$ cat src/rtl/fdc_cfg_defs.svh
`ifndef FDC_CFG_DEFS_SVH
`define FDC_CFG_DEFS_SVH

// ****************************************
// Register indices and reset values
// ****************************************
`define IDX_SETUP 8'h04
`define IDX_DRV_CTRL 8'h05
`define IDX_DRV_TYPE 8'h06
`define RST_SETUP 8'h00
`define RST_DRV_CTRL 8'h00
`define RST_DRV_TYPE 8'hff
`define DRV_CTRL_WMASK 8'h7f

// ****************************************
// Field positions
// ****************************************
`define B_PUSH_PULL 0
`define B_TRISTATE 1
`define B_NON_BURST 2
`define B_DEN_LO 3
`define B_DEN_HI 4
`define B_SWAP 5
`define B_EXT4 6
`define B_MIDI1 4
`define B_MIDI2 5

// ****************************************
// Parallel and clock constants
// ****************************************
`define ECR_MODE_STD 3'h0
`define ECR_MODE_EPP 3'h4
`define DIV_MIDI 4'hc
`define DIV_NORMAL 4'hd
`endif

$ cat src/rtl/fdc_cfg_pkg.sv
package fdc_cfg_pkg;
   typedef enum logic [1:0] {
      PP_SPP = 2'h0,
      PP_EPP_SPP = 2'h1,
      PP_ECP = 2'h2,
      PP_ECP_EPP = 2'h3
   } pp_mode_t;
   typedef enum logic [1:0] {
      DEN_NORMAL = 2'h0,
      DEN_RSVD = 2'h1,
      DEN_FORCE1 = 2'h2,
      DEN_FORCE0 = 2'h3
   } den_sel_t;
endpackage

$ cat src/rtl/cfg_ctrl_if.sv
`timescale 1ns/1ps
`default_nettype none
// Decoded control fields from drive control register to pin stage
interface cfg_ctrl_if;
   logic push_pull;
   logic tristate;
   logic non_burst;
   logic swap;
   logic ext4;
   fdc_cfg_pkg::den_sel_t den_sel;
   modport src (output push_pull, tristate, non_burst, swap, ext4, den_sel);
   modport dst (input push_pull, tristate, non_burst, swap, ext4, den_sel);
endinterface
`default_nettype wire

$ cat src/rtl/serial_clk_div.sv
`timescale 1ns/1ps
`default_nettype none
`include "fdc_cfg_defs.svh"
// Serial clock divider, 12 with MIDI, 13 without
module serial_clk_div (
   input wire logic clk_in, // Clock
   input wire logic sys_rst_in, // Reset
   input wire logic ce_in, // Clock enable
   input wire logic midi_in, // MIDI select
   output logic tick_out // Divided clock pulse
);
   logic [3:0] cnt_r;
   logic [3:0] div_nxt;

   // Divisor choice
   always_comb begin
      div_nxt = midi_in ? `DIV_MIDI : `DIV_NORMAL;
   end

   // Counter and tick
   always_ff @(posedge clk_in or posedge sys_rst_in) begin
      if (sys_rst_in) begin
         cnt_r <= 4'h0;
         tick_out <= 1'b0;
      end else if (ce_in) begin
         if (cnt_r >= div_nxt - 4'h1) begin
            cnt_r <= 4'h0;
            tick_out <= 1'b1;
         end else begin
            cnt_r <= cnt_r + 4'h1;
            tick_out <= 1'b0;
         end
      end
   end
endmodule
`default_nettype wire

$ cat src/rtl/fdc_pin_stage.sv
`timescale 1ns/1ps
`default_nettype none
`include "fdc_cfg_defs.svh"
// Floppy output pin drivers: swap, decode, density, drive type
module fdc_pin_stage (
   input wire logic clk_in, // Clock
   input wire logic sys_rst_in, // Reset
   input wire logic ce_in, // Clock enable
   cfg_ctrl_if.dst ctl, // Control fields
   input wire logic pp_floppy_in, // Floppy on parallel pins
   input wire logic force_high_in, // Density force bit
   input wire logic den_func_in, // Core density function
   input wire logic [1:0] drv_sel_in, // Core drive number
   input wire logic sel_en_in, // Core select active
   input wire logic motor_in, // Core motor on
   input wire logic [7:0] type_ids_in, // Drive type register
   output logic den_o_out, // Density output level
   output logic den_oe_n_out, // Density enable, low drives
   output logic [3:0] sel_o_out, // Select outputs, active low
   output logic [3:0] sel_oe_n_out, // Select enables, low drives
   output logic [1:0] type_out // Selected drive type
);
   logic [1:0] drv_nxt;
   logic [3:0] sel_nxt;
   logic den_nxt;
   logic pp_nxt;
   logic tri_nxt;

   // Per-pin output enable: open drain drives only low
   function automatic logic oe_n(input logic lvl, input logic pp,
                                 input logic tri_st);
      oe_n = tri_st | (~pp & lvl);
   endfunction

   always_comb begin
      drv_nxt = drv_sel_in;
      if (ctl.swap && !drv_sel_in[1]) begin
         drv_nxt = {1'b0, ~drv_sel_in[0]};
      end
      sel_nxt = 4'hf;
      if (sel_en_in) begin
         if (ctl.ext4) begin
            sel_nxt = {2'h3, ~drv_nxt};
         end else if (!drv_nxt[1]) begin
            sel_nxt[drv_nxt] = 1'b0;
         end
      end
      sel_nxt[3] = sel_nxt[3] & ~(motor_in & ~ctl.ext4);
      case (ctl.den_sel)
         fdc_cfg_pkg::DEN_FORCE1: den_nxt = 1'b1;
         fdc_cfg_pkg::DEN_FORCE0: den_nxt = 1'b0;
         default: den_nxt = force_high_in | den_func_in;
      endcase
      pp_nxt = ctl.push_pull | pp_floppy_in;
      tri_nxt = ctl.tristate & ~pp_floppy_in;
   end

   // Registered pins
   always_ff @(posedge clk_in or posedge sys_rst_in) begin
      if (sys_rst_in) begin
         den_o_out <= 1'b1;
         den_oe_n_out <= 1'b1;
         sel_o_out <= 4'hf;
         sel_oe_n_out <= 4'hf;
         type_out <= 2'h3;
      end else if (ce_in) begin
         den_o_out <= den_nxt;
         den_oe_n_out <= oe_n(den_nxt, pp_nxt, tri_nxt);
         sel_o_out <= sel_nxt;
         for (int i = 0; i < 4; i++) begin
            sel_oe_n_out[i] <= oe_n(sel_nxt[i], pp_nxt, tri_nxt);
         end
         type_out <= type_ids_in[{drv_nxt, 1'b0} +: 2];
      end
   end
endmodule
`default_nettype wire

$ cat src/rtl/fdc_drive_config_registers.sv
`timescale 1ns/1ps
`default_nettype none
`include "fdc_cfg_defs.svh"
// ****************************************
// Floppy drive configuration registers
// ****************************************
module fdc_drive_config_registers (
   input wire logic clk_in, // 10 MHz clock
   input wire logic sys_rst_in, // Power-on reset
   input wire logic ce_in, // Clock enable
   input wire logic cfg_mode_in, // Configuration state
   input wire logic idx_wr_in, // Index register write strobe
   input wire logic data_wr_in, // Data register write strobe
   input wire logic [7:0] wdata_in, // Write data
   input wire logic pp_floppy_in, // Floppy on parallel pins
   input wire logic force_high_in, // Density force bit
   input wire logic den_func_in, // Core density function
   input wire logic [1:0] drv_sel_in, // Core drive number
   input wire logic sel_en_in, // Core select active
   input wire logic motor_in, // Core motor on
   input wire logic dma_req_in, // Core DMA request
   input wire logic irq_in, // Core interrupt
   input wire logic byte_done_in, // Byte transferred
   input wire logic fifo_en_in, // FIFO enabled
   input wire logic [2:0] ecr_mode_in, // Extended control mode
   output logic [7:0] rdata_out, // Read data of indexed reg
   output logic [7:0] drv_ctrl_out, // Drive control value
   output logic [7:0] drv_type_out, // Drive type value
   output logic den_o_out, // Density output level
   output logic den_oe_n_out, // Density enable, low drives
   output logic [3:0] sel_o_out, // Drive selects
   output logic [3:0] sel_oe_n_out, // Select enables, low drives
   output logic [1:0] type_out, // Selected drive type
   output logic dma_req_out, // DMA request pin
   output logic irq_out, // Interrupt pin
   output logic epp_sel_out, // Enhanced mode selected
   output logic spp_sel_out, // Standard mode selected
   output logic ser1_tick_out, // Serial port 1 clock
   output logic ser2_tick_out // Serial port 2 clock
);
   logic [7:0] index_r;
   logic [7:0] setup_r;
   logic [7:0] drv_ctrl_r;
   logic [7:0] drv_type_r;
   logic [7:0] rd_nxt;
   fdc_cfg_pkg::pp_mode_t pp_mode;
   cfg_ctrl_if ctl_if ();

   // Register access qualifier
   function automatic logic hit(input logic [7:0] idx, input logic [7:0] k);
      hit = (idx == k);
   endfunction

   // ****************************************
   // Index and register writes
   // ****************************************
   always_ff @(posedge clk_in or posedge sys_rst_in) begin
      if (sys_rst_in) begin
         index_r <= 8'h00;
      end else if (ce_in && cfg_mode_in && idx_wr_in) begin
         index_r <= wdata_in;
      end
   end

   // Setup register, bit 7 reserved
   always_ff @(posedge clk_in or posedge sys_rst_in) begin
      if (sys_rst_in) begin
         setup_r <= `RST_SETUP;
      end else if (ce_in && cfg_mode_in && data_wr_in &&
                   hit(index_r, `IDX_SETUP)) begin
         setup_r <= wdata_in & 8'h7f;
      end
   end

   // Drive control register
   always_ff @(posedge clk_in or posedge sys_rst_in) begin
      if (sys_rst_in) begin
         drv_ctrl_r <= `RST_DRV_CTRL;
      end else if (ce_in && cfg_mode_in && data_wr_in &&
                   hit(index_r, `IDX_DRV_CTRL)) begin
         drv_ctrl_r <= wdata_in & `DRV_CTRL_WMASK;
      end
   end

   // Drive type register
   always_ff @(posedge clk_in or posedge sys_rst_in) begin
      if (sys_rst_in) begin
         drv_type_r <= `RST_DRV_TYPE;
      end else if (ce_in && cfg_mode_in && data_wr_in &&
                   hit(index_r, `IDX_DRV_TYPE)) begin
         drv_type_r <= wdata_in;
      end
   end

   // ****************************************
   // Readback
   // ****************************************
   always_comb begin
      rd_nxt = 8'h00;
      if (cfg_mode_in) begin
         case (index_r)
            `IDX_SETUP: rd_nxt = setup_r;
            `IDX_DRV_CTRL: rd_nxt = drv_ctrl_r;
            `IDX_DRV_TYPE: rd_nxt = drv_type_r;
            default: rd_nxt = 8'h00;
         endcase
      end
   end

   always_ff @(posedge clk_in or posedge sys_rst_in) begin
      if (sys_rst_in) begin
         rdata_out <= 8'h00;
         drv_ctrl_out <= `RST_DRV_CTRL;
         drv_type_out <= `RST_DRV_TYPE;
      end else if (ce_in) begin
         rdata_out <= rd_nxt;
         drv_ctrl_out <= drv_ctrl_r;
         drv_type_out <= drv_type_r;
      end
   end

   // ****************************************
   // Field decode to pin stage
   // ****************************************
   assign ctl_if.push_pull = drv_ctrl_r[`B_PUSH_PULL];
   assign ctl_if.tristate = drv_ctrl_r[`B_TRISTATE];
   assign ctl_if.non_burst = drv_ctrl_r[`B_NON_BURST];
   assign ctl_if.swap = drv_ctrl_r[`B_SWAP];
   assign ctl_if.ext4 = drv_ctrl_r[`B_EXT4];
   assign ctl_if.den_sel = fdc_cfg_pkg::den_sel_t'(
      drv_ctrl_r[`B_DEN_HI:`B_DEN_LO]);

   fdc_pin_stage u_pins (
      .clk_in(clk_in),
      .sys_rst_in(sys_rst_in),
      .ce_in(ce_in),
      .ctl(ctl_if.dst),
      .pp_floppy_in(pp_floppy_in),
      .force_high_in(force_high_in),
      .den_func_in(den_func_in),
      .drv_sel_in(drv_sel_in),
      .sel_en_in(sel_en_in),
      .motor_in(motor_in),
      .type_ids_in(drv_type_r),
      .den_o_out(den_o_out),
      .den_oe_n_out(den_oe_n_out),
      .sel_o_out(sel_o_out),
      .sel_oe_n_out(sel_oe_n_out),
      .type_out(type_out)
   );

   // ****************************************
   // DMA mode: burst or one strobe per byte
   // ****************************************
   always_ff @(posedge clk_in or posedge sys_rst_in) begin
      if (sys_rst_in) begin
         dma_req_out <= 1'b0;
         irq_out <= 1'b0;
      end else if (ce_in) begin
         if (ctl_if.non_burst && fifo_en_in) begin
            dma_req_out <= dma_req_in & byte_done_in;
            irq_out <= irq_in & byte_done_in;
         end else begin
            dma_req_out <= dma_req_in;
            irq_out <= irq_in;
         end
      end
   end

   // ****************************************
   // Parallel mode select
   // ****************************************
   assign pp_mode = fdc_cfg_pkg::pp_mode_t'(setup_r[1:0]);

   always_ff @(posedge clk_in or posedge sys_rst_in) begin
      if (sys_rst_in) begin
         epp_sel_out <= 1'b0;
         spp_sel_out <= 1'b1;
      end else if (ce_in) begin
         case (pp_mode)
            fdc_cfg_pkg::PP_SPP: begin
               epp_sel_out <= 1'b0;
               spp_sel_out <= 1'b1;
            end
            fdc_cfg_pkg::PP_EPP_SPP: begin
               epp_sel_out <= 1'b1;
               spp_sel_out <= 1'b1;
            end
            fdc_cfg_pkg::PP_ECP: begin
               epp_sel_out <= 1'b0;
               spp_sel_out <= (ecr_mode_in == `ECR_MODE_STD);
            end
            fdc_cfg_pkg::PP_ECP_EPP: begin
               epp_sel_out <= (ecr_mode_in == `ECR_MODE_EPP);
               spp_sel_out <= (ecr_mode_in == `ECR_MODE_STD);
            end
            default: begin
               epp_sel_out <= 1'b0;
               spp_sel_out <= 1'b1;
            end
         endcase
      end
   end

   // ****************************************
   // Serial clock dividers
   // ****************************************
   serial_clk_div u_div1 (
      .clk_in(clk_in),
      .sys_rst_in(sys_rst_in),
      .ce_in(ce_in),
      .midi_in(setup_r[`B_MIDI1]),
      .tick_out(ser1_tick_out)
   );

   serial_clk_div u_div2 (
      .clk_in(clk_in),
      .sys_rst_in(sys_rst_in),
      .ce_in(ce_in),
      .midi_in(setup_r[`B_MIDI2]),
      .tick_out(ser2_tick_out)
   );
endmodule
`default_nettype wire

$ cat config.mk
export PLATFORM = sky130hd
export DESIGN_NAME = fdc_drive_config_registers
export DESIGN_NICKNAME = d
export VERILOG_FILES = /design/src/rtl/fdc_cfg_pkg.sv /design/src/rtl/cfg_ctrl_if.sv /design/src/rtl/serial_clk_div.sv /design/src/rtl/fdc_pin_stage.sv /design/src/rtl/fdc_drive_config_registers.sv
export VERILOG_INCLUDE_DIRS = /design/src /design/src/rtl
export SDC_FILE = /design/constraint.sdc
export NUM_CORES = 1
export LEC_CHECK = 0
export BUFFER_PORTS_ARGS = -buffer_cell sky130_fd_sc_hd__buf_2
export CAP_MARGIN = 15
export CORE_UTILIZATION = 40
export DETAILED_ROUTE_END_ITERATION = 10
export HOLD_SLACK_MARGIN = 0.15
export PLACE_DENSITY = 0.67
export SKIP_CTS_REPAIR_TIMING = 1
export SYNTH_ARGS = -nofsm -noshare
export SYNTH_HDL_FRONTEND = slang
export SYNTH_HIERARCHICAL = 1
export SYNTH_SLANG_ARGS = --single-unit
$ cat constraint.sdc
create_clock -name clk_in -period 2.4 [get_ports clk_in]
set_input_delay 0.24 -clock clk_in [delete_from_list [all_inputs] [get_ports clk_in]]
set_output_delay 0.24 -clock clk_in [all_outputs]
set_load 0.01 [all_outputs]
### After elaboration in Yosys (flattened, before gate mapping)

Cells that the tools add are included.

| cells by class | value |
|---|---|
| add/subtract/negate cells | 4 |
| $lt $le $gt $ge | 4 |
| eq/ne operators | 9 |
| shift-type cells | 1 |
| multiplexer cells | 19 |
| bitwise logic cells | 24 |
| reduce and logical (&&, ||, !) cells | 15 |

Operators with widths:

| kind | count |
|---|---|
| 8-bit by 3-bit equality test with 1-bit output, second input constant | 3 |
| 8-bit one-hot mux with 3 select lines | 1 |
| 4-bit two-way mux | 5 |
| 1-bit bitwise AND | 10 |
| 1-bit logical AND | 9 |
| 4-bit by 1-bit adder with 4-bit output, second input constant | 2 |
| 2-bit equality test, second input constant | 4 |
| 4-bit greater-or-equal comparator | 2 |
| 8-bit two-way mux | 1 |
| 8-bit by 4-bit indexed part select with 2-bit output | 1 |
| 4-bit by 1-bit subtractor with 4-bit output, second input constant | 2 |
| 1-bit two-way mux | 7 |
| 1-bit OR | 7 |
| 2-bit OR reduction | 3 |
| 1-bit inverter | 5 |
| 4-bit inverter | 1 |
| 1-bit one-hot mux with 2 select lines | 2 |
| 3-bit equality test, second input constant | 1 |
| 3-bit zero test | 1 |
| 2-bit by 3-bit < comparator with 1-bit output, second input constant | 1 |
| 1-bit one-hot mux with 3 select lines | 1 |
| 1-bit demux with 2-bit select | 1 |
| 2-bit by 1-bit equality test with 1-bit output, second input constant | 1 |
| 2-bit by 1-bit greater-or-equal comparator with 1-bit output, second input constant | 1 |
| 4 further kinds | 4 |

| word-level totals | value |
|---|---|
| flip-flop bits (word level) | 79 |
| input port bits | 28 |
| output and inout bits | 42 |
| word-level logic and storage cells | 96 |

### Longest topological paths before layout

Gate-level depths: netlist of run 1.

| depth | value |
|---|---|
| depth after elaboration | 14 |
| depth in mapped cells | 5 |
| gate-level depth less buffers | 5 |

### Cells and area by module

Netlist of run 1, hierarchy kept.

Modules (own cells, without submodules):

| module | times used | cells an instance | area an instance (µm²) | seq. area each (µm²) |
|---|---|---|---|---|
| fdc_drive_config_registers | 1 | 171 | 2416.1 | 1447.6 |
| serial_clk_div | 2 | 32 | 337.8 | 125.1 |
| fdc_pin_stage | 1 | 64 | 643.1 | 315.3 |

### Least setup slack after synthesis of run 1

Ideal clock, no wire load.

| timing | value |
|---|---|
| path kind | flip-flop to flip-flop |
| start | register index_r[3] |
| end | register drv_ctrl_r[0] |
| setup time | 0.125 ns |
| data arrival time | 1.353 ns |
| required time | 2.275 ns |
| setup slack | 0.923 ns |
| stages on the path, launching flop included | 4 |
| buffers on the path | 0 |
| clock period less this slack | 1.477 ns |
| cell sequence | dfrtp_1 nor4b_4 nand4_2 mux2_2 |

| between the ends | value |
|---|---|
| cells in the longest elaborated chain, start to end | 2 |

Ends and longest elaborated chain:

| what | RTL line | RTL |
|---|---|---|
| from (decl) | fdc_drive_config_registers.sv:41 | `logic [7:0] index_r;` |
| from (signal assigned) | fdc_drive_config_registers.sv:61 | `index_r <= wdata_in;` |
| 8-bit by 3-bit equality test with 1-bit output | fdc_drive_config_registers.sv:51 | `hit = (idx == k);` |
| 1-bit logical AND | fdc_drive_config_registers.sv:79 | `end else if (ce_in && cfg_mode_in && data_wr_in &&` |
| to (signal assigned) | fdc_drive_config_registers.sv:78 | `` drv_ctrl_r <= `RST_DRV_CTRL; `` |
| to (signal assigned) | fdc_drive_config_registers.sv:81 | `` drv_ctrl_r <= wdata_in & `DRV_CTRL_WMASK; `` |
| to (decl) | fdc_drive_config_registers.sv:43 | `logic [7:0] drv_ctrl_r;` |

No other way between the ends.
A chain may end at the register's enable or synchronous reset.

### Final worst setup path of run 1

| timing | value |
|---|---|
| start | register index_r[1] |
| end | register drv_type_r[4] |

| between the ends | value |
|---|---|
| cells in the longest elaborated chain, start to end | 2 |

Ends and longest elaborated chain:

| what | RTL line | RTL |
|---|---|---|
| 8-bit by 3-bit equality test with 1-bit output | fdc_drive_config_registers.sv:51 |  |
| 1-bit logical AND | fdc_drive_config_registers.sv:89 | `end else if (ce_in && cfg_mode_in && data_wr_in &&` |
| to (signal assigned) | fdc_drive_config_registers.sv:88 | `` drv_type_r <= `RST_DRV_TYPE; `` |
| to (signal assigned) | fdc_drive_config_registers.sv:91 | `drv_type_r <= wdata_in;` |
| to (decl) | fdc_drive_config_registers.sv:44 | `logic [7:0] drv_type_r;` |

No other way between the ends.

==> summary.md, run 1 <==
| Metric | Value |
|---|---|
| Post-synthesis cell type count | 46 |
| Detailed Place HPWL | 5530 um |
| Wl on met1 | 3770 um |
| Finish-stage setup viols | 0 |
| Initial Utilization | 0.420 |
| Power Density | 793 nW/um^2 |
| Number of synthesized flops with an enable pin | 0 |
| Worst clock skew | 0.00727 ns |
| P_leak | 2.13 nW |
| GRT Total Usage | 0.175 |
| # clock sinks | 79 |
| ANT nets after route | 0 |
| Via Count | 2602 |
| Dpl cells | 463 |
| Flop and latch count out of synthesis | 79 |
| Cell count after synthesis | 299 |
| CTS buffer count | 9 |
| Maximum vdd drop | 0.487 mV |
| Crit path time final | 1.81 ns |
| Primary FF master, synth | dfrtp_1 |
| Vias per cell | 5.36 |
| Post-layout nets | 408 |
| CTS Root Cell | clkbuf_8 |
| Clock Tree Buf Depth | 2 |
| Metal2 WL | 3710 um |
| First-pass GRT wire length | 13100 um |
| Routed met3 length | 316 um |
| Die ar. | 9730 sq um |
| Residual DRC count | 0 |
| Non-filler cells, final | 485 |
| Tcrit/Tclk final | 0.752 |
| Port Buf Inserts | 68 |
| Ant. Diodes | 0 |
| I/O pin cnt | 70 |
| Fraction of registers with async set/reset | 1.00 |
| Maxcap violations | 0 |
| Vias in the first global route | 2621 |
| Avg WL per Cell | 16.3 um |
| Routed WL | 7900 um |
| Crit path kind | flip-flop to flip-flop |
| Critical Path RT | 2.70 ns |
| Type of the most critical hold path | primary input to flip-flop |
| Most frequent cells in the layout | buf_2 (68), mux2_2 (52), dfrtp_1 (50) |
| Core Area | 8890 sq um |
| Worst-Skew Late Latency | 0.37 ns |
| Rel. slew slack | 0.617 |
| Syn_nets | 335 |
| Synthesis-to-layout area growth | 19.2% |
| Post-synthesis average cell area | 12.5 sq um |
| Critical-path maximum fanout | 13 |
| Worst endpoint data arrival time | 2.10 ns |
| Routability cong. | 0.795 |
| 1st-pass router iterations | 4 |
| Final setup TNS | 0 ns |
| DR iter-0 viols | 117 |
| Top sig layer | met4 |
| CP Capture Type | flip-flop |
| Total grt overflow | 0 |
| Highest clock rate | 554 MHz |
| Fraction of layout cells with a size suffix above 1 | 0.488 |
| Status | completed |
| CTS tree | yes |
| Die Wd | 98.6 um |
| Final slew viol count | 0 |
| RSZ-0062 raised after global routing | no |
| H-tree levels | 3 |
| Largest net degree at the start of global routing | 57 |
| Total Power | 0.00353 W |
| Worst slew pin tran | 0.575 ns |
| Area of placed instances | 4170 sq um |
| Initial antenna violation count | 0 |
| Most common cell after layout, fill and taps aside | buf_2 |
| FP Rows | 34 |
| Final Instance Area | 4450 sq um |
| Crit start category | flip-flop |
| Die Ht | 98.6 um |
| Final Hold Viols | 0 |
| Sequential area share after synthesis | 0.539 |
| YS warnings | 6 |
| Syn Std Cell Area | 3730 sq um |
| Clk slew on worst S/H paths | 0.08 ns |
==> worst max-delay path, cell delays in order, from the launching register on <==
cell	delay, ns
dfrtp_1	0.71
and4b_1	0.34
nand4_2	0.30
mux2_2	0.38
==> where the power goes <==
group          switching, W  internal [W]  total [W]  leakage [nW]
logic              0.000374      0.000374   0.000748          1.07
clock network      0.000510      0.000586    0.00110         0.102
registers          0.000171       0.00152    0.00169         0.958
total               0.00105       0.00248    0.00353          2.13
==> synthesized netlist by cell type (2+ instances only) <==
cell,number,area (sq um)
mux2_2,52,586
o21a_1,3,22.5
o31ai_1,2,15.0
ha_1,8,100
nand2_1,14,52.6
nor2_1,9,33.8
a2bb2oi_1,7,61.3
o21ai_2,2,17.5
o31ai_2,2,25.0
nor3b_2,2,25.0
nand4_2,3,37.5
inv_1,29,109
nand4_1,3,18.8
nand2b_1,4,25.0
nand3_1,3,15.0
o22ai_1,19,119
dfstp_2,29,762
mux2_4,2,30.0
o21ai_1,3,15.0
dfrtp_1,50,1250
o21ai_0,2,10.0
buf_2,2,10.0
a21oi_1,2,10.0
nand3b_1,3,22.5
buf_4,4,30.0
clkbuf_1,7,26.3
a31oi_1,4,25.0
mux2i_1,9,90.1
and4b_1,2,20.0
o211ai_2,2,25.0
==> flip-flops by register name, summed over array words and instances (netlist names), 7 cells and up <==
register,flops
drv_ctrl_out,7
drv_ctrl_r,7
drv_type_out,8
drv_type_r,8
index_r,8
rdata_out,8
setup_r,7
==> routing by layer <==
layer / track usage / vias up
met5: 0 / -
met4: 0.0574 / 0
met3: 0.0504 / 10
met2: 0.269 / 61
met1: 0.239 / 1313
li1: - / 1218
==> per-stage QoR <==
| stage | setup slack (ns) | util | hold slack, ns |
|---|---|---|---|
| 6_report | 0.595 | 0.501 | 0.157 |
| 5_1_grt | 0.497 | 0.501 | 0.162 |
| 4_1_cts | 0.595 | 0.494 | -0.199 |
| 3_5_place_dp | 0.618 | 0.469 | 0.206 |
| 3_3_place_gp | 0.653 | 0.469 | 0.194 |
| 2_1_floorplan | 0.788 | - | 0.0185 |
==> area by class of cell <==
class | instances | area (sq um)
fillers | 804 | 4440
flip-flops and latches | 79 | 2010
multi-input cells | 177 | 1540
repair buffers | 76 | 440
well taps | 108 | 135
clock buffers | 9 | 124
inverters | 29 | 109
clock inverters | 7 | 96.3
==> final timing paths <==
| kind | startpoint | to | slack (ns) | cells past startpoint |
|---|---|---|---|---|
| max in group asynchronous | sys_rst_in | drv_type_r[7]$_DFFE_PP1P_ | 1.37 | 4 |
| worst min-delay path | wdata_in[2] | drv_ctrl_r[2]$_DFFE_PP0P_ | 0.16 | 2 |
| worst min register to register | u_pins/sel_oe_n_out[2]$_DFFE_PP1P_ | u_pins/sel_oe_n_out[2]$_DFFE_PP1P_ | 0.47 | 2 |
| worst max-delay path | index_r[1]$_DFFE_PP0P_ | drv_type_r[4]$_DFFE_PP1P_ | 0.59 | 3 |
| min in group asynchronous | sys_rst_in | u_div2/cnt_r[2]$_DFFE_PP0P_ | 0.36 | 3 |
| worst max register to register | index_r[1]$_DFFE_PP0P_ | drv_type_r[4]$_DFFE_PP1P_ | 0.59 | 3 |
==> kinds of logic (layout without fill, tap and decap cells) <==
logic type               count (synthesis)  after routing  share of synthesized area
adder cells (fa/ha/maj)                  8              8                     0.0268
other                                    1              1                    0.00100
AO/OA/AOI/OAI                           51             51                     0.0992
multiplexers                            63             63                      0.189
buffers and inverters                   43            121                     0.0499
XOR/XNOR                                 2              2                    0.00670
AND/OR/NAND/NOR                         52             52                     0.0884
flip-flops                              79             79                      0.539
No activity file was read; power rests on OpenSTA's default activity.
==> inputs of run 2 (changes only) <==
PLACE_DENSITY = 0.69   (was 0.67)
clock period = 1.5 ns   (was 2.4 ns; I/O delays follow)
==> summary.md, run 2 (synthesis results as in run 1) <==
| Metric | Value |
|---|---|
| Clk slew on worst S/H paths | 0.08 ns |
| Die Ht | 98.6 um |
| CTS Root Cell | clkbuf_8 |
| Post-layout nets | 443 |
| Routability cong. | 0.759 |
| ANT nets after route | 0 |
| Critical Path RT | 1.74 ns |
| Residual DRC count | 0 |
| Sw Share | 0.305 |
| CP Capture Type | flip-flop |
| Via Count | 2681 |
| Met2 usage | 0.294 |
| Routed WL | 8740 um |
| Final Instance Area | 4780 sq um |
| Fillcell total | 765 |
| Area of placed instances | 4290 sq um |
| Final Hold Viols | 0 |
| Worst setup margin | -0.0292 ns |
| Initial antenna violation count | 0 |
| Highest clock rate | 654 MHz |
| P_int | 0.00400 W |
| Total grt overflow | 0 |
| Maxcap violations | 0 |
| Clock Tree Buf Depth | 2 |
| DP Worst Slack | -0.0680 ns |
| Avg WL per Cell | 16.8 um |
| Vias per cell | 5.16 |
| P_leak | 2.26 nW |
| Finish-stage setup viols | 11 |
| Hold depth | 4 |
| Most common cell after layout, fill and taps aside | buf_2 |
| Die Wd | 98.6 um |
| CTS buffer count | 9 |
| RSZ-0062 raised after global routing | yes |
| Multi-input gate area | 1600 sq um |
| Synthesis-to-layout area growth | 28.0% |
| Final slew viol count | 0 |
| Most frequent cells in the layout | buf_2 (68), mux2_2 (52), dfrtp_1 (47) |
| 1st-pass router iterations | 4 |
| Rel. slew slack | 0.600 |
| Crit path kind | flip-flop to flip-flop |
| # clock sinks | 79 |
| Reg2reg path depth | 5 |
| Sw Pwr | 0.00176 W |
| Initial Utilization | 0.420 |
| Met1 usage | 0.252 |
| Final core occ | 0.538 |
| Flop pwr share | 0.469 |
| Comb power frac | 0.257 |
| Failing checks | negative setup slack |
| Met3 Use GR | 0.0511 |
| Vias in the first global route | 2626 |
| Worst slew pin tran | 0.601 ns |
| Maximum vdd drop | 0.564 mV |
| Core Area | 8890 sq um |
| Die ar. | 9730 sq um |
| Fraction of layout cells with a size suffix above 1 | 0.527 |
| Largest net degree at the start of global routing | 58 |
| Critical-path maximum fanout | 7 |
| Total Power | 0.00575 W |
| Worst clock skew | 0.0117 ns |
| Reg area | 2020 sq um |
| H-tree levels | 3 |
| First-pass GRT wire length | 13800 um |
| GRT Total Usage | 0.187 |
| Final setup TNS | -0.161 ns |
| Ant. Diodes | 0 |
| Tcrit/Tclk final | 1.02 |
| I/O pin cnt | 70 |
| Worst endpoint data arrival time | 1.77 ns |
| FP Rows | 34 |
| Crit start category | flip-flop |
| Crit path time final | 1.53 ns |
| Port Buf Inserts | 68 |
| Most Used Layer, Global Route | met2 |
| Worst-Skew Late Latency | 0.35 ns |
| Status | complete, but fails checks |
| Clock share of power | 0.273 |
| CTS tree | yes |
| Type of the most critical hold path | primary input to flip-flop |
| Detailed Place HPWL | 6160 um |
| DR iter-0 viols | 154 |
| Power Density | 1200 nW/um^2 |
[run 2: final timing paths]
| kind | slack, ns | to | from |
|---|---|---|---|
| hold / removal | 0.17 | irq_out$_DFFE_PP0P_ | fifo_en_in |
| hold reg to reg | 0.48 | u_pins/sel_oe_n_out[3]$_DFFE_PP1P_ | u_pins/sel_oe_n_out[3]$_DFFE_PP1P_ |
| max in group asynchronous | 0.68 | drv_type_out[2]$_DFFE_PP1P_ | sys_rst_in |
| setup / recovery | -0.03 | setup_r[2]$_DFFE_PP0P_ | index_r[5]$_DFFE_PP0P_ |
| min in group asynchronous | 0.29 | u_div1/cnt_r[1]$_DFFE_PP0P_ | sys_rst_in |
| setup reg to reg | -0.03 | setup_r[2]$_DFFE_PP0P_ | index_r[5]$_DFFE_PP0P_ |
[run 2: worst max-delay path, stage by stage (launching register included)]
cell     delay [ns]
dfrtp_1        0.41
nor4b_4        0.30
buf_4          0.19
nand4_2        0.10
buf_6          0.15
mux2_2         0.27
[run 2: area by class of cell]
type / count / area share
Sequential cell: 79 / 0.422
Clock buffer: 11 / 0.0275
Multi-Input combinational cell: 177 / 0.335
Timing Repair Buffer: 111 / 0.152
Tap cell: 108 / 0.0283
Clock inverter: 5 / 0.0126
Inverter: 29 / 0.0236
[run 2: through the flow]
step	instances	hold slack [ns]
2_1_floorplan	299	-0.0715
3_3_place_gp	481	0.112
3_5_place_dp	481	0.121
4_1_cts	497	-0.260
5_1_grt	520	0.161
6_report	520	0.168
[run 2: power by group through the flow]
stage,registers [W],clock network (W),logic [W]
3_5_place_dp,0.00272,0,0.00131
4_1_cts,0.00268,0.00161,0.00132
3_3_place_gp,0.00271,0,0.00126
5_1_grt,0.00274,0.00169,0.00164
6_report,0.00270,0.00157,0.00148
2_1_floorplan,0.00268,0,0.000902
[run 2: per-layer routing]
layer / vias to the layer above / share of wire
met3: 6 / 0.038
met1: 1328 / 0.47
met5: - / 0
li1: 1284 / -
met4: 0 / 0.010
met2: 63 / 0.48
==> inputs of run 3 (changes only) <==
PLACE_DENSITY = 0.67   (was 0.69)
clock period = 1.79 ns   (was 1.5 ns; I/O delays follow)
==> summary.md, run 3 (synthesis results as in run 1) <==
| Metric | Value |
|---|---|
| Status | completed |
| H-tree levels | 3 |
| Final Hold Viols | 0 |
| Crit path kind | flip-flop to flip-flop |
| Power Density | 1050 nW/um^2 |
| Worst-Skew Late Latency | 0.35 ns |
| Port Buf Inserts | 68 |
| Maximum vdd drop | 0.574 mV |
| Core Area | 8890 sq um |
| Critical-path maximum fanout | 7 |
| Highest clock rate | 599 MHz |
| DP Worst Slack | 0.137 ns |
| Worst clock skew | 0.0135 ns |
| Vias in the first global route | 2706 |
| Multi-input gate area | 1540 sq um |
| Finish-stage setup viols | 0 |
| ANT nets after route | 0 |
| Fillcell total | 770 |
| Die ar. | 9730 sq um |
| I/O pin cnt | 70 |
| # clock sinks | 79 |
| FP Rows | 34 |
| Largest net degree at the start of global routing | 54 |
| Final slew viol count | 0 |
| Total grt overflow | 0 |
| Maxcap violations | 0 |
| Type of the most critical hold path | primary input to flip-flop |
| Die Wd | 98.6 um |
| Ant. Diodes | 0 |
| Fraction of layout cells with a size suffix above 1 | 0.486 |
| First-pass GRT wire length | 13500 um |
| Via Count | 2613 |
| Critical path startpoint | index_r[3]$_DFFE_PP0P_ |
| RSZ-0062 raised after global routing | no |
| Non-filler cells, final | 499 |
| Crit start category | flip-flop |
| Most common cell after layout, fill and taps aside | buf_2 |
| CP Capture Type | flip-flop |
| CTS tree | yes |
| Most frequent cells in the layout | buf_2 (68), mux2_2 (52), dfrtp_1 (50) |
| Dpl cells | 469 |
| Reg2Reg Launch Point | index_r[3]$_DFFE_PP0P_ |
| Synthesis-to-layout area growth | 22.5% |
| Residual DRC count | 0 |
| Routed WL | 8140 um |
| Rel. slew slack | 0.634 |
| Reg area | 2010 sq um |
| Worst slew pin tran | 0.549 ns |
| Hold Crit Start | byte_done_in |
| Routability cong. | 0.789 |
| DR iter-0 viols | 167 |
| Tcrit/Tclk final | 0.933 |
| CTS buffer count | 9 |
| Initial antenna violation count | 0 |
| CTS Root Cell | clkbuf_8 |
| Post-layout nets | 422 |
| Avg WL per Cell | 16.3 um |
| P_leak | 2.19 nW |
| Worst endpoint data arrival time | 1.91 ns |
| 1st-pass router iterations | 4 |
| Die Ht | 98.6 um |
| Worst setup margin | 0.120 ns |
| Detailed Place HPWL | 5740 um |
| Crit path time final | 1.67 ns |
| Vias per cell | 5.24 |
| Critical Path RT | 2.03 ns |
| Final setup TNS | 0 ns |
| Clk slew on worst S/H paths | 0.09 ns |
| GRT Total Usage | 0.180 |
| Clock Tree Buf Depth | 2 |
| Initial Utilization | 0.420 |
[run 3: cell count changes in the layout (fill, tap and decap cells not counted), sizes merged]
| cell | change |
|---|---|
| clkbuf | -1 |
| buf | -18 |
| dlygate4sd3 | -3 |
| bufinv | +1 |
| inv | +2 |
| clkinv | -2 |
[run 3: critical path, stage by stage (launching register included)]
cell and delay, ns:
dfrtp_1 0.41, nor4b_4 0.44, nand4_2 0.34, mux2_2 0.36
[run 3: final timing paths]
| kind | depth (start not counted) | end | slack, ns |
|---|---|---|---|
| min reg2reg | 2 | u_pins/sel_oe_n_out[1]$_DFFE_PP1P_ | 0.49 |
| max | 3 | drv_ctrl_r[0]$_DFFE_PP0P_ | 0.12 |
| min in group asynchronous | 3 | u_div1/tick_out$_DFFE_PP0P_ | 0.31 |
| min | 3 | irq_out$_DFFE_PP0P_ | 0.13 |
| max in group asynchronous | 4 | drv_type_out[1]$_DFFE_PP1P_ | 0.77 |
| max reg2reg | 3 | drv_ctrl_r[0]$_DFFE_PP0P_ | 0.12 |
[run 3: layout make-up]
cell class,count,area share
flip-flops and latches,79,0.440
inverters,29,0.0238
repair buffers,90,0.121
multi-input cells,177,0.336
well taps,108,0.0295
clock inverters,6,0.0202
clock buffers,10,0.0301
[run 3: metal layers]
layer | vias to the layer above | track usage | routed length, um
li1 | 1249 | - | -
met1 | 1292 | 0.242 | 3770
met2 | 60 | 0.285 | 3930
met3 | 12 | 0.0440 | 294
met4 | 0 | 0.0631 | 139
met5 | - | 0 | 0
[run 3: through the flow]
step,total power (W),hold slack [ns],utilization,cell area (sq um)
4_1_cts,0.00484,-0.242,0.499,4440
3_5_place_dp,0.00331,0.139,0.473,4210
5_1_grt,0.00510,0.151,0.515,4580
6_report,0.00483,0.130,0.515,4580
2_1_floorplan,0.00300,-0.0425,-,3730
3_3_place_gp,0.00327,0.138,0.473,4210
[run 3: where the power goes]
| part | switching (W) | total, W | internal [W] |
|---|---|---|---|
| sequential | 0.000201 | 0.00224 | 0.00204 |
| combinational | 0.000533 | 0.00106 | 0.000530 |
| clock | 0.000696 | 0.00153 | 0.000831 |
| total | 0.00143 | 0.00483 | 0.00340 |
